### config.mk
export PLATFORM = sky130hd
export DESIGN_NAME = ccr_core_regs
export DESIGN_NICKNAME = d
export VERILOG_FILES = /design/src/design/ccr_core_regs.v /design/src/design/ccr_strobe_gen.v
export VERILOG_INCLUDE_DIRS = /design/src /design/src/inc
export SDC_FILE = /design/constraint.sdc
export NUM_CORES = 1
export LEC_CHECK = 0
export BUFFER_PORTS_ARGS = -buffer_cell sky130_fd_sc_hd__buf_2
export CAP_MARGIN = 5
export CORE_MARGIN = 2
export CORE_UTILIZATION = 35
export DETAILED_ROUTE_END_ITERATION = 16
export PLACE_DENSITY = 0.64
export SETUP_SLACK_MARGIN = 0.2
export SYNTH_ARGS = -nofsm -noshare
export SYNTH_HDL_FRONTEND = slang
export SYNTH_SLANG_ARGS = --single-unit
export TNS_END_PERCENT = 1
### constraint.sdc
create_clock -name clock_in -period 13.6 [get_ports clock_in]
set_input_delay 1.36 -clock clock_in [delete_from_list [all_inputs] [get_ports clock_in]]
set_output_delay 1.36 -clock clock_in [all_outputs]
set_load 0.1 [all_outputs]
### src/inc/ccr_defs.vh
/*
 * Constants for the core register set and external memory strobes.
 * Assumes inclusion by bare name from the design files.
 */
`ifndef CCR_DEFS_VH
`define CCR_DEFS_VH

// ****************************************
// Special register addresses
// ****************************************
`define CCR_ADDR_STATUS 8'hd0
`define CCR_ADDR_ARITH 8'he0
`define CCR_ADDR_HELPER 8'hf0
`define CCR_ADDR_STACK 8'h81
`define CCR_ADDR_PTR_LOW 8'h82
`define CCR_ADDR_PTR_HIGH 8'h83
`define CCR_ADDR_PTR_PAGE 8'h84

// ****************************************
// Reset values
// ****************************************
`define CCR_RST_STATUS 8'h00
`define CCR_RST_STACK 8'h07
`define CCR_RST_ZERO 8'h00

// ****************************************
// Status word bit positions
// ****************************************
`define CCR_BIT_CARRY 7
`define CCR_BIT_HALF 6
`define CCR_BIT_USER_A 5
`define CCR_BIT_BANK_HI 4
`define CCR_BIT_BANK_LO 3
`define CCR_BIT_SIGNED 2
`define CCR_BIT_USER_B 1
`define CCR_BIT_PARITY 0

// ****************************************
// Operation codes on the core command port
// ****************************************
`define CCR_OP_NONE 4'h0
`define CCR_OP_ADD 4'h1
`define CCR_OP_SUB 4'h2
`define CCR_OP_MUL 4'h3
`define CCR_OP_DIV 4'h4
`define CCR_OP_AND 4'h5
`define CCR_OP_OR 4'h6
`define CCR_OP_XOR 4'h7
`define CCR_OP_PUSH 4'h8
`define CCR_OP_PTR_INC 4'h9

// ****************************************
// Timing: machine phase of six oscillator periods
// ****************************************
`define CCR_PHASE_LEN 3'd6
`define CCR_PHASE_LAST 3'd5
`define CCR_STROBE_LOW 3'd2
`define CCR_INT_CODE_TOP 24'h001fff
`define CCR_STRAP_WAIT 2'h3

`endif

### src/design/ccr_core_regs.v
/*
 * Core register set: arithmetic result, helper, stack top pointer,
 * three-byte data pointer, status word, plus external bus strobes
 * and the multiplexed port zero.
 * Assumes a core sequencer drives the op port and special register
 * accesses synchronously on clock_in; pins arrive asynchronously.
 */
`timescale 1ns/100ps
`include "ccr_defs.vh"

module ccr_core_regs (
	// Clock and reset
	input wire clock_in,
	input wire rstn_in,
	// Core operation port
	input wire [3:0] op_in,
	input wire [7:0] operand_in,
	input wire [23:0] code_addr_in,
	// Special register access
	input wire sfr_wr_in,
	input wire sfr_rd_in,
	input wire [7:0] sfr_addr_in,
	input wire [7:0] sfr_wdata_in,
	output reg [7:0] sfr_rdata_out,
	input wire bit_wr_in,
	input wire [2:0] bit_sel_in,
	input wire bit_val_in,
	// Internal RAM write for stack
	output reg ram_wr_out,
	output reg [7:0] ram_addr_out,
	output reg [7:0] ram_wdata_out,
	// External data access
	input wire data_access_in,
	input wire [7:0] ext_wdata_in,
	input wire ext_write_in,
	output reg [7:0] ext_rdata_out,
	// Pins
	input wire internal_fetch_select_in,
	input wire program_fetch_strobe_pin_in,
	output wire program_fetch_strobe_out,
	output wire addr_latch_strobe_out,
	input wire [7:0] port_zero_in,
	output reg [7:0] port_zero_out,
	output reg [7:0] port_zero_oe_out,
	input wire port_zero_wr_in,
	input wire [7:0] port_zero_latch_in,
	// Status
	output wire [7:0] core_status_word_out,
	output wire [1:0] bank_out,
	output wire ext_fetch_out,
	output reg download_mode_out
);

	// ****************************************
	// Registers
	// ****************************************
	reg [7:0] arith_result_reg;
	reg [7:0] helper_reg;
	reg [7:0] stack_top_pointer;
	reg [7:0] pointer_page_byte;
	reg [7:0] pointer_high_byte;
	reg [7:0] pointer_low_byte;
	reg [7:0] core_status_word;
	reg [7:0] port_zero_latch;
	reg [2:0] sel_sync;
	reg [2:0] fetch_pin_sync;
	reg [7:0] p0_s1;
	reg [7:0] p0_s2;
	reg [7:0] p0_s3;
	reg sel_level;
	reg strap_done;
	reg [1:0] strap_wait;
	wire ext_fetch;
	wire phase_end;
	wire [15:0] data_pointer_word;
	wire [16:0] ptr_inc;
	reg [7:0] next_arith;
	reg [7:0] next_helper;
	reg next_carry;
	reg next_half;
	reg next_signed;
	reg [8:0] sum9;
	reg [4:0] sum5;
	reg [15:0] prod;

	assign data_pointer_word = {pointer_high_byte, pointer_low_byte};
	assign ptr_inc = {1'b0, data_pointer_word} + 17'd1;
	assign core_status_word_out = core_status_word;
	assign bank_out = {core_status_word[`CCR_BIT_BANK_HI], core_status_word[`CCR_BIT_BANK_LO]};
	// Internal fetch only when selected high and inside low 8K
	assign ext_fetch = !sel_level || (code_addr_in > `CCR_INT_CODE_TOP);
	assign ext_fetch_out = ext_fetch;

	// ****************************************
	// Strobe generator
	// ****************************************
	ccr_strobe_gen ccr_strobe_gen_inst (
		.clock_in(clock_in),
		.rstn_in(rstn_in),
		.ext_fetch_in(ext_fetch),
		.data_access_in(data_access_in),
		.addr_latch_strobe_out(addr_latch_strobe_out),
		.program_fetch_strobe_n_out(program_fetch_strobe_out),
		.phase_end_out(phase_end)
	);

	// ****************************************
	// Pin synchronisers and reset strap
	// ****************************************
	always @(posedge clock_in or negedge rstn_in) begin
		if (!rstn_in) begin
			sel_sync <= 3'b000;
			fetch_pin_sync <= 3'b111;
			p0_s1 <= 8'h00;
			p0_s2 <= 8'h00;
			p0_s3 <= 8'h00;
			sel_level <= 1'b0;
			strap_done <= 1'b0;
			strap_wait <= 2'h0;
			download_mode_out <= 1'b0;
		end else begin
			sel_sync <= {sel_sync[1:0], internal_fetch_select_in};
			fetch_pin_sync <= {fetch_pin_sync[1:0], program_fetch_strobe_pin_in};
			p0_s1 <= port_zero_in;
			p0_s2 <= p0_s1;
			p0_s3 <= p0_s2;
			if (sel_sync[1] == sel_sync[2])
				sel_level <= sel_sync[2];
			// Strap sampled once, after synchroniser fills following release;
			// the reset fill of the chain must not count as a pin level
			if (strap_wait != `CCR_STRAP_WAIT)
				strap_wait <= strap_wait + 2'h1;
			else if (!strap_done && fetch_pin_sync[1] == fetch_pin_sync[2]) begin
				strap_done <= 1'b1;
				download_mode_out <= !fetch_pin_sync[2];
			end
		end
	end

	// ****************************************
	// Arithmetic next values
	// ****************************************
	always @* begin
		next_arith = arith_result_reg;
		next_helper = helper_reg;
		next_carry = core_status_word[`CCR_BIT_CARRY];
		next_half = core_status_word[`CCR_BIT_HALF];
		next_signed = core_status_word[`CCR_BIT_SIGNED];
		sum9 = 9'h000;
		sum5 = 5'h00;
		prod = 16'h0000;
		case (op_in)
			`CCR_OP_ADD: begin
				sum9 = {1'b0, arith_result_reg} + {1'b0, operand_in};
				sum5 = {1'b0, arith_result_reg[3:0]} + {1'b0, operand_in[3:0]};
				next_arith = sum9[7:0];
				next_carry = sum9[8];
				next_half = sum5[4];
				next_signed = (arith_result_reg[7] == operand_in[7]) && (sum9[7] != operand_in[7]);
			end
			`CCR_OP_SUB: begin
				sum9 = {1'b0, arith_result_reg} - {1'b0, operand_in};
				sum5 = {1'b0, arith_result_reg[3:0]} - {1'b0, operand_in[3:0]};
				next_arith = sum9[7:0];
				next_carry = sum9[8];
				next_half = sum5[4];
				next_signed = (arith_result_reg[7] != operand_in[7]) && (sum9[7] != arith_result_reg[7]);
			end
			`CCR_OP_MUL: begin
				prod = arith_result_reg * helper_reg;
				next_arith = prod[7:0];
				next_helper = prod[15:8];
				next_carry = 1'b0;
				next_signed = (prod[15:8] != 8'h00);
			end
			`CCR_OP_DIV: begin
				next_carry = 1'b0;
				if (helper_reg == 8'h00) begin
					next_signed = 1'b1;
				end else begin
					next_arith = arith_result_reg / helper_reg;
					next_helper = arith_result_reg % helper_reg;
					next_signed = 1'b0;
				end
			end
			`CCR_OP_AND: next_arith = arith_result_reg & operand_in;
			`CCR_OP_OR: next_arith = arith_result_reg | operand_in;
			`CCR_OP_XOR: next_arith = arith_result_reg ^ operand_in;
			default: next_arith = arith_result_reg;
		endcase
		if (sfr_wr_in && sfr_addr_in == `CCR_ADDR_ARITH)
			next_arith = sfr_wdata_in;
		if (sfr_wr_in && sfr_addr_in == `CCR_ADDR_HELPER)
			next_helper = sfr_wdata_in;
	end

	// ****************************************
	// Register updates
	// ****************************************
	always @(posedge clock_in or negedge rstn_in) begin
		if (!rstn_in) begin
			arith_result_reg <= `CCR_RST_ZERO;
			helper_reg <= `CCR_RST_ZERO;
			stack_top_pointer <= `CCR_RST_STACK;
			pointer_page_byte <= `CCR_RST_ZERO;
			pointer_high_byte <= `CCR_RST_ZERO;
			pointer_low_byte <= `CCR_RST_ZERO;
			core_status_word <= `CCR_RST_STATUS;
			ram_wr_out <= 1'b0;
			ram_addr_out <= 8'h00;
			ram_wdata_out <= 8'h00;
		end else begin
			arith_result_reg <= next_arith;
			helper_reg <= next_helper;
			ram_wr_out <= 1'b0;
			if (op_in == `CCR_OP_PUSH) begin
				// Pointer advances first, the byte lands at the new top
				stack_top_pointer <= stack_top_pointer + 8'h01;
				ram_wr_out <= 1'b1;
				ram_addr_out <= stack_top_pointer + 8'h01;
				ram_wdata_out <= operand_in;
			end else if (sfr_wr_in && sfr_addr_in == `CCR_ADDR_STACK) begin
				stack_top_pointer <= sfr_wdata_in;
			end
			if (op_in == `CCR_OP_PTR_INC) begin
				pointer_low_byte <= ptr_inc[7:0];
				pointer_high_byte <= ptr_inc[15:8];
				pointer_page_byte <= pointer_page_byte + {7'h00, ptr_inc[16]};
			end else begin
				if (sfr_wr_in && sfr_addr_in == `CCR_ADDR_PTR_LOW)
					pointer_low_byte <= sfr_wdata_in;
				if (sfr_wr_in && sfr_addr_in == `CCR_ADDR_PTR_HIGH)
					pointer_high_byte <= sfr_wdata_in;
				if (sfr_wr_in && sfr_addr_in == `CCR_ADDR_PTR_PAGE)
					pointer_page_byte <= sfr_wdata_in;
			end
			// Flag updates first, then software writes, parity last
			core_status_word[`CCR_BIT_CARRY] <= next_carry;
			core_status_word[`CCR_BIT_HALF] <= next_half;
			core_status_word[`CCR_BIT_SIGNED] <= next_signed;
			if (sfr_wr_in && sfr_addr_in == `CCR_ADDR_STATUS)
				core_status_word[7:1] <= sfr_wdata_in[7:1];
			else if (bit_wr_in && bit_sel_in != `CCR_BIT_PARITY)
				core_status_word[bit_sel_in] <= bit_val_in;
			core_status_word[`CCR_BIT_PARITY] <= ^next_arith;
		end
	end

	// ****************************************
	// Special register read
	// ****************************************
	always @(posedge clock_in or negedge rstn_in) begin
		if (!rstn_in) begin
			sfr_rdata_out <= 8'h00;
		end else if (sfr_rd_in) begin
			case (sfr_addr_in)
				`CCR_ADDR_STATUS: sfr_rdata_out <= core_status_word;
				`CCR_ADDR_ARITH: sfr_rdata_out <= arith_result_reg;
				`CCR_ADDR_HELPER: sfr_rdata_out <= helper_reg;
				`CCR_ADDR_STACK: sfr_rdata_out <= stack_top_pointer;
				`CCR_ADDR_PTR_LOW: sfr_rdata_out <= pointer_low_byte;
				`CCR_ADDR_PTR_HIGH: sfr_rdata_out <= pointer_high_byte;
				`CCR_ADDR_PTR_PAGE: sfr_rdata_out <= pointer_page_byte;
				default: sfr_rdata_out <= 8'h00;
			endcase
		end
	end

	// ****************************************
	// Port zero
	// ****************************************
	always @(posedge clock_in or negedge rstn_in) begin
		if (!rstn_in) begin
			port_zero_latch <= 8'hff;
			port_zero_out <= 8'h00;
			port_zero_oe_out <= 8'h00;
			ext_rdata_out <= 8'h00;
		end else begin
			if (port_zero_wr_in)
				port_zero_latch <= port_zero_latch_in;
			if (data_access_in || ext_fetch) begin
				// Bus role: drive both levels actively, float all bits during a data read
				port_zero_oe_out <= (data_access_in && !ext_write_in) ? 8'h00 : 8'hff;
				port_zero_out <= (phase_end || !data_access_in) ? pointer_low_byte : ext_wdata_in;
			end else begin
				// Open drain: only zeros are driven, ones float
				port_zero_oe_out <= ~port_zero_latch;
				port_zero_out <= 8'h00;
			end
			if (p0_s2 == p0_s3)
				ext_rdata_out <= p0_s3;
		end
	end

endmodule

### src/design/ccr_strobe_gen.v
/*
 * Six-period machine phase generator for fetch and latch strobes.
 * Assumes one oscillator period per clock_in cycle.
 */
`timescale 1ns/100ps
`include "ccr_defs.vh"

module ccr_strobe_gen (
	// Clock and reset
	input wire clock_in,
	input wire rstn_in,
	// Control
	input wire ext_fetch_in,
	input wire data_access_in,
	// Strobes
	output reg addr_latch_strobe_out,
	output reg program_fetch_strobe_n_out,
	output wire phase_end_out
);

	reg [2:0] phase;

	assign phase_end_out = (phase == `CCR_PHASE_LAST);

	always @(posedge clock_in or negedge rstn_in) begin
		if (!rstn_in) begin
			phase <= 3'd0;
			addr_latch_strobe_out <= 1'b0;
			program_fetch_strobe_n_out <= 1'b1;
		end else begin
			if (phase == `CCR_PHASE_LAST)
				phase <= 3'd0;
			else
				phase <= phase + 3'd1;
			// One latch pulse per phase unless a data access owns the bus
			addr_latch_strobe_out <= (phase == `CCR_PHASE_LAST) && !data_access_in;
			// Fetch strobe low in later part of phase, only for external code
			program_fetch_strobe_n_out <= !(ext_fetch_in && !data_access_in &&
				(phase >= `CCR_STROBE_LOW) && (phase != `CCR_PHASE_LAST));
		end
	end

endmodule

---- Word level (Yosys, flattened, before mapping) ----
Cells that the tools add are included.
cells by class
  add/subtract/negate cells ............... 9
  multipliers ............................. 1
  div/mod/pow operators ................... 2
  magnitude comparators ................... 4
  equality and inequality tests ........... 27
  multiplexer cells ....................... 30
  bitwise gates (word level) .............. 5
  reduce and logical (&&, ||, !) cells .... 39
operator list
  kind                     count
  $mux W8                  17
  $pmux W8 S7              2
  $eq A8 B8 Y1 const B     7
  $gt A24 B13 Y1 const B   1
  $add A16 B1 Y17 const B  1
  $logic_and A1 B1 Y1      17
  $eq A4 B3 Y1 const B     4
  $mul A8 B8 Y16           1
  $pmux W8 S2              1
  $reduce_bool A2 Y1       5
  $add A8 B8 Y9            1
  $sub A8 B8 Y9            1
  $add A8 B1 Y8            1
  $add A8 B1 Y8 const B    1
  $and A8 B8 Y8            1
  $bwmux W8                1
  $div A8 B8 Y8            1
  $eq A4 B2 Y1 const B     2
  $eq A4 B4 Y1 const B     2
  $eq A8 B8 Y1             1
  $logic_not A8 Y1         1
  $mod A8 B8 Y8            1
  $not A8 Y8               1
  $or A8 B8 Y8             1
  other kinds (29)         45
word-level totals
  bits in registers ....................... 153
  input bits .............................. 90
  output and inout port bits .............. 63
  logic and storage cells ................. 145

---- Depth between registers and ports, before layout ----
  depth after elaboration ................. 7
  gate-level depth with buffers ........... 54
  depth with buffers taken out ............ 50

---- Modules after synthesis ----
From an unflattened synthesis, not the netlist that was laid out.
unflattened totals
  cell total of the unflattened synthesis .. 1373
  area, all modules ....................... 12315.6 µm²
by module, submodules not included
  module          times used  cells each  area each (µm²)  sequential area each (µm²)
  ccr_core_regs   1           1357        12127.9          3721.1
  ccr_strobe_gen  1           16          187.7            126.4

---- Worst setup path after synthesis ----
Ideal clock, no wire load.
  path kind ............................... register -> register
  start ................................... reg helper_reg[0]
  end ..................................... reg core_status_word[0], in the netlist core_status_word_out[0]
  setup time .............................. 134 ps
  arrival time ............................ 10999 ps
  required time ........................... 13466 ps
  setup slack ............................. 2467 ps
  cell stages (with the launch flop) ...... 53
  buffers on the path ..................... 3
  clock period less this slack ............ 11133 ps
  path through ............................ dfrtp_1 -> clkbuf_1 -> inv_1 -> ha_1 -> a31oi_1 -> a21oi_1 -> ha_1 -> o21a_1 -> o211ai_1 -> and3b_1 -> or2_2 -> ha_1 -> o21a_1 -> o21ai_1 -> or3_1 -> nand2_1 -> ha_1 -> a21boi_0 -> (+17 left out) -> mux2i_1 -> ha_1 -> o21a_1 -> o21a_1 -> o211ai_1 -> a21oi_1 -> nor2_1 -> mux2_2 -> ha_1 -> a21o_1 -> a21oi_1 -> o21ai_0 -> a21oi_1 -> a311oi_1 -> a221o_1 -> o21ai_0 -> mux2i_1 -> xnor3_1
on the way
  word-level cells in the longest chain between the ends .. 5
  elaborated cells on any way between the ends .. 7
  those cells by class .................... mul (1); div (1); mux (3); reduce/logical (2)
RTL lines
  element                                            line                                      RTL
  start: declaration                                 ccr_core_regs.v:58                        reg [7:0] helper_reg;
  start signal: assignment                           ccr_core_regs.v:203                       helper_reg <= `CCR_RST_ZERO;
  start signal: assignment                           ccr_core_regs.v:214                       helper_reg <= next_helper;
  $div A8 B8 Y8 or $logic_not A8 Y1 (tied branches)  ccr_core_regs.v:181, ccr_core_regs.v:178
  $mux W8                                            ccr_core_regs.v:178                       if (helper_reg == 8'h00) begin
  $pmux W8 S7 *                                      ccr_core_regs.v:152                       case (op_in)
  $mux W8 *                                          ccr_core_regs.v:191                       if (sfr_wr_in && sfr_addr_in == `CCR_ADDR_ARITH)
  net next_arith[0]                                  ccr_core_regs.v:77                        reg [7:0] next_arith;
  $reduce_xor A8 Y1 *                                ccr_core_regs.v:245                       core_status_word[`CCR_BIT_PARITY] <= ^next_arith;
  end signal: indexed assignment                     ccr_core_regs.v:240                       core_status_word[`CCR_BIT_SIGNED] <= next_signed;
  end signal: indexed assignment                     ccr_core_regs.v:244                       core_status_word[bit_sel_in] <= bit_val_in;
  end signal: indexed assignment                     ccr_core_regs.v:245
  end: declaration                                   ccr_core_regs.v:63                        reg [7:0] core_status_word;
Mark *: on every way through the listed nets, which the timed path passes. The rest lies on a longest branch.
A chain may end at the register's enable or synchronous reset.

---- Worst setup path after layout ----
  start ................................... reg helper_reg[4]
  end ..................................... reg core_status_word[0], in the netlist core_status_word_out[0]
on the way
  word-level cells in the longest chain between the ends .. 5
  elaborated cells on any way between the ends .. 7
  those cells by class .................... mul (1); div (1); mux (3); reduce/logical (2)
RTL lines
  element                                            line
  $div A8 B8 Y8 or $logic_not A8 Y1 (tied branches)  ccr_core_regs.v:181, ccr_core_regs.v:178
  $mux W8 *                                          ccr_core_regs.v:178
  $pmux W8 S7 *                                      ccr_core_regs.v:152
  $mux W8 *                                          ccr_core_regs.v:191
  net next_arith[0]                                  ccr_core_regs.v:77
  $reduce_xor A8 Y1 *                                ccr_core_regs.v:245
Marked as above.

==> metrics.txt <==
status complete, no violations; Final min period 12.48 ns; Worst path top cell family by delay compound AO/OA/AOI/OAI gates; Worst Skew 0.0121 ns; die span in x 192 um; initial antenna violation count 2; cell mode on critical path ha_1; area of the multi-input gates 7870 um^2; Data arrival, critical path 12.79 ns; end of the worst hold path p0_s2[1]; Hold Path Origin p0_s1[1]; layout cells sized above 1 0.170; M3 GR Usage 0.0367; vias per cell 5.63; Die Y 192 um; Setup TNS 0 ns; clk buf depth 2; # fillers 3436; gr usage total 0.211; startpoint types flip-flop; Core Area 34700 um^2; root buf cell clkbuf_16; DRC viols 0; synth warn 0; # setup viols final 0; Critical-path top delay cell or4_4; Die ar. 37000 um^2; post-synth top area cell dfrtp_1; total of max-cap violations 0; post-DR wirelength/cell 19.4 um; Crit Path Max Fanout 10; Final Hold Violating Endpoints 0; R2R Setup Slk 1.12 ns; #FFs+latches synth 153; Post-Syn Area per Cell 8.76 um^2; Starting DRT DRC Count 901; worst slew pin tran 1.18 ns; Syn Inst Count 1416; RSZ-0062 raised after global routing no; final cycle utilization of the critical path 0.918; global-route wire length before repair 60500 um; slew margin rel. 0.209; global routing usage on met2 0.353; CP Capture Type flip-flop; DPL Wire Length 29300 um; mapped cell area 12400 um^2; Post-Syn Nets 1655; Antenna Nets Post-Route 0; Post-Route WL 38900 um; WP depth 49; sequential-to-total area share from yosys stat 0.310; GR Layer Usage met1 0.278; final hold slack 0.344 ns; worst setup path class flip-flop to flip-flop; routability cong. 0.909; largest stage delay on the critical path 0.67 ns; CTS tree done; vias in the first global route 11.0k; top cells by area, synth dfrtp_1 (28%), ha_1 (11%), fa_1 (6.3%), nor2_1 (4.4%), a21oi_1 (4.1%); nets 1776; CTS buffer count 17; Worst-Skew Late Latency 0.43 ns; Final Slew Violations 0; total clock sinks 153; cts hold-fix bufs 0; largest net degree at the start of global routing 95; Area Overhead vs Synth 14.4%; Buf+Inv Stages, Crit Path 2; FFs w/ async S/R, synth 1.00; Starting Density 0.357; most numerous cell in the Yosys netlist nor2_1; # rows 68; Post-synth EDFFs 0; Netlist cell types 80; # H-tree levels 4; CTS clk-pin slew, worst paths 0.07 ns; FF+latch area 3850 um^2; # port buffers 139; synth cell count leaders nor2_1 (144), dfrtp_1 (138), nand2_1 (129); cell count of the worst reg-to-reg path 49; Fmax 80.1 MHz; via count 11.3k; IO Count 153; gr ovfl total 0; most used routing layer met2; RR Startpoint helper_reg[4]; Yosys top cell area share 0.278; HP Class flip-flop to flip-flop; most common flop cell mapped by yosys dfrtp_1; worst path required time 13.91 ns; FF-to-FF End core_status_word_out[0]; drt pass-1 iters 5; Hold Crit Depth 0
==> metrics by stage <==
| step | util | setup WS, ns | std cells | area, um^2 |
|---|---|---|---|---|
| 6_report | 0.409 | 1.12 | 2010 | 14200 |
| 5_1_grt | 0.409 | 0.256 | 2006 | 14200 |
| 4_1_cts | 0.407 | 0.744 | 2001 | 14100 |
| 3_5_place_dp | 0.390 | 0.807 | 1969 | 13600 |
| 3_3_place_gp | 0.390 | 1.06 | 1969 | 13600 |
| 2_1_floorplan | - | 2.47 | 1416 | 12400 |
==> how the worst max path moves through the flow <==
stage                  startpoint                       to  slack, ns
global placement    helper_reg[4]  core_status_word_out[0]       1.06
global route        helper_reg[4]  core_status_word_out[0]       0.26
detailed placement  helper_reg[4]  core_status_word_out[0]       0.81
floorplan           helper_reg[0]  core_status_word_out[0]       2.47
CTS                 helper_reg[4]  core_status_word_out[0]       0.74
finish              helper_reg[4]  core_status_word_out[0]       1.12
==> layout by cell type, fill, tap and decap left out, drive strengths merged, types with 16 or more instances in the layout <==
| cell | count |
|---|---|
| a21oi | 102 |
| buf | 163 |
| clkbuf | 18 |
| dfrtp | 138 |
| fa | 39 |
| ha | 110 |
| inv | 117 |
| mux2 | 32 |
| mux2i | 33 |
| nand2 | 129 |
| nand3 | 45 |
| nor2 | 144 |
| nor3 | 38 |
| o211ai | 16 |
| o21a | 20 |
| o21ai | 77 |
| o22ai | 21 |
| xnor2 | 26 |
| xor2 | 19 |
==> routing by layer <==
layer  part of all wire  routed length, um
met2               0.46              18100
met1               0.43              16900
met5            0.00046                 18
met3              0.080               3130
met4              0.022                848
==> cell families after synthesis <==
kind of cell | synth area share
compound gates | 0.190
xor+xnor | 0.0372
fa+ha+maj | 0.175
buf+inv | 0.0557
flops | 0.310
mux | 0.0557
simple gates | 0.177
==> final cells by class <==
cell class                      instances  share of cell area
Timing Repair Buffer                  163              0.0622
Antenna cell                            5            0.000882
Tap cell                              455              0.0401
Multi-Input combinational cell       1090               0.555
Clock buffer                           18              0.0309
Inverter                              112              0.0296
Clock inverter                         14              0.0106
Sequential cell                       153               0.271
==> what timing repair did <==
action / 4_1_cts / 5_1_grt
gates resized for setup: 0 / 1
endpoints found under the setup margin: 0 / 10
setup buffers: 0 / 4
Power is left out: the tool's default activity adds up to more than one toggle a clock period on the data nets, which glitch-free logic cannot reach.
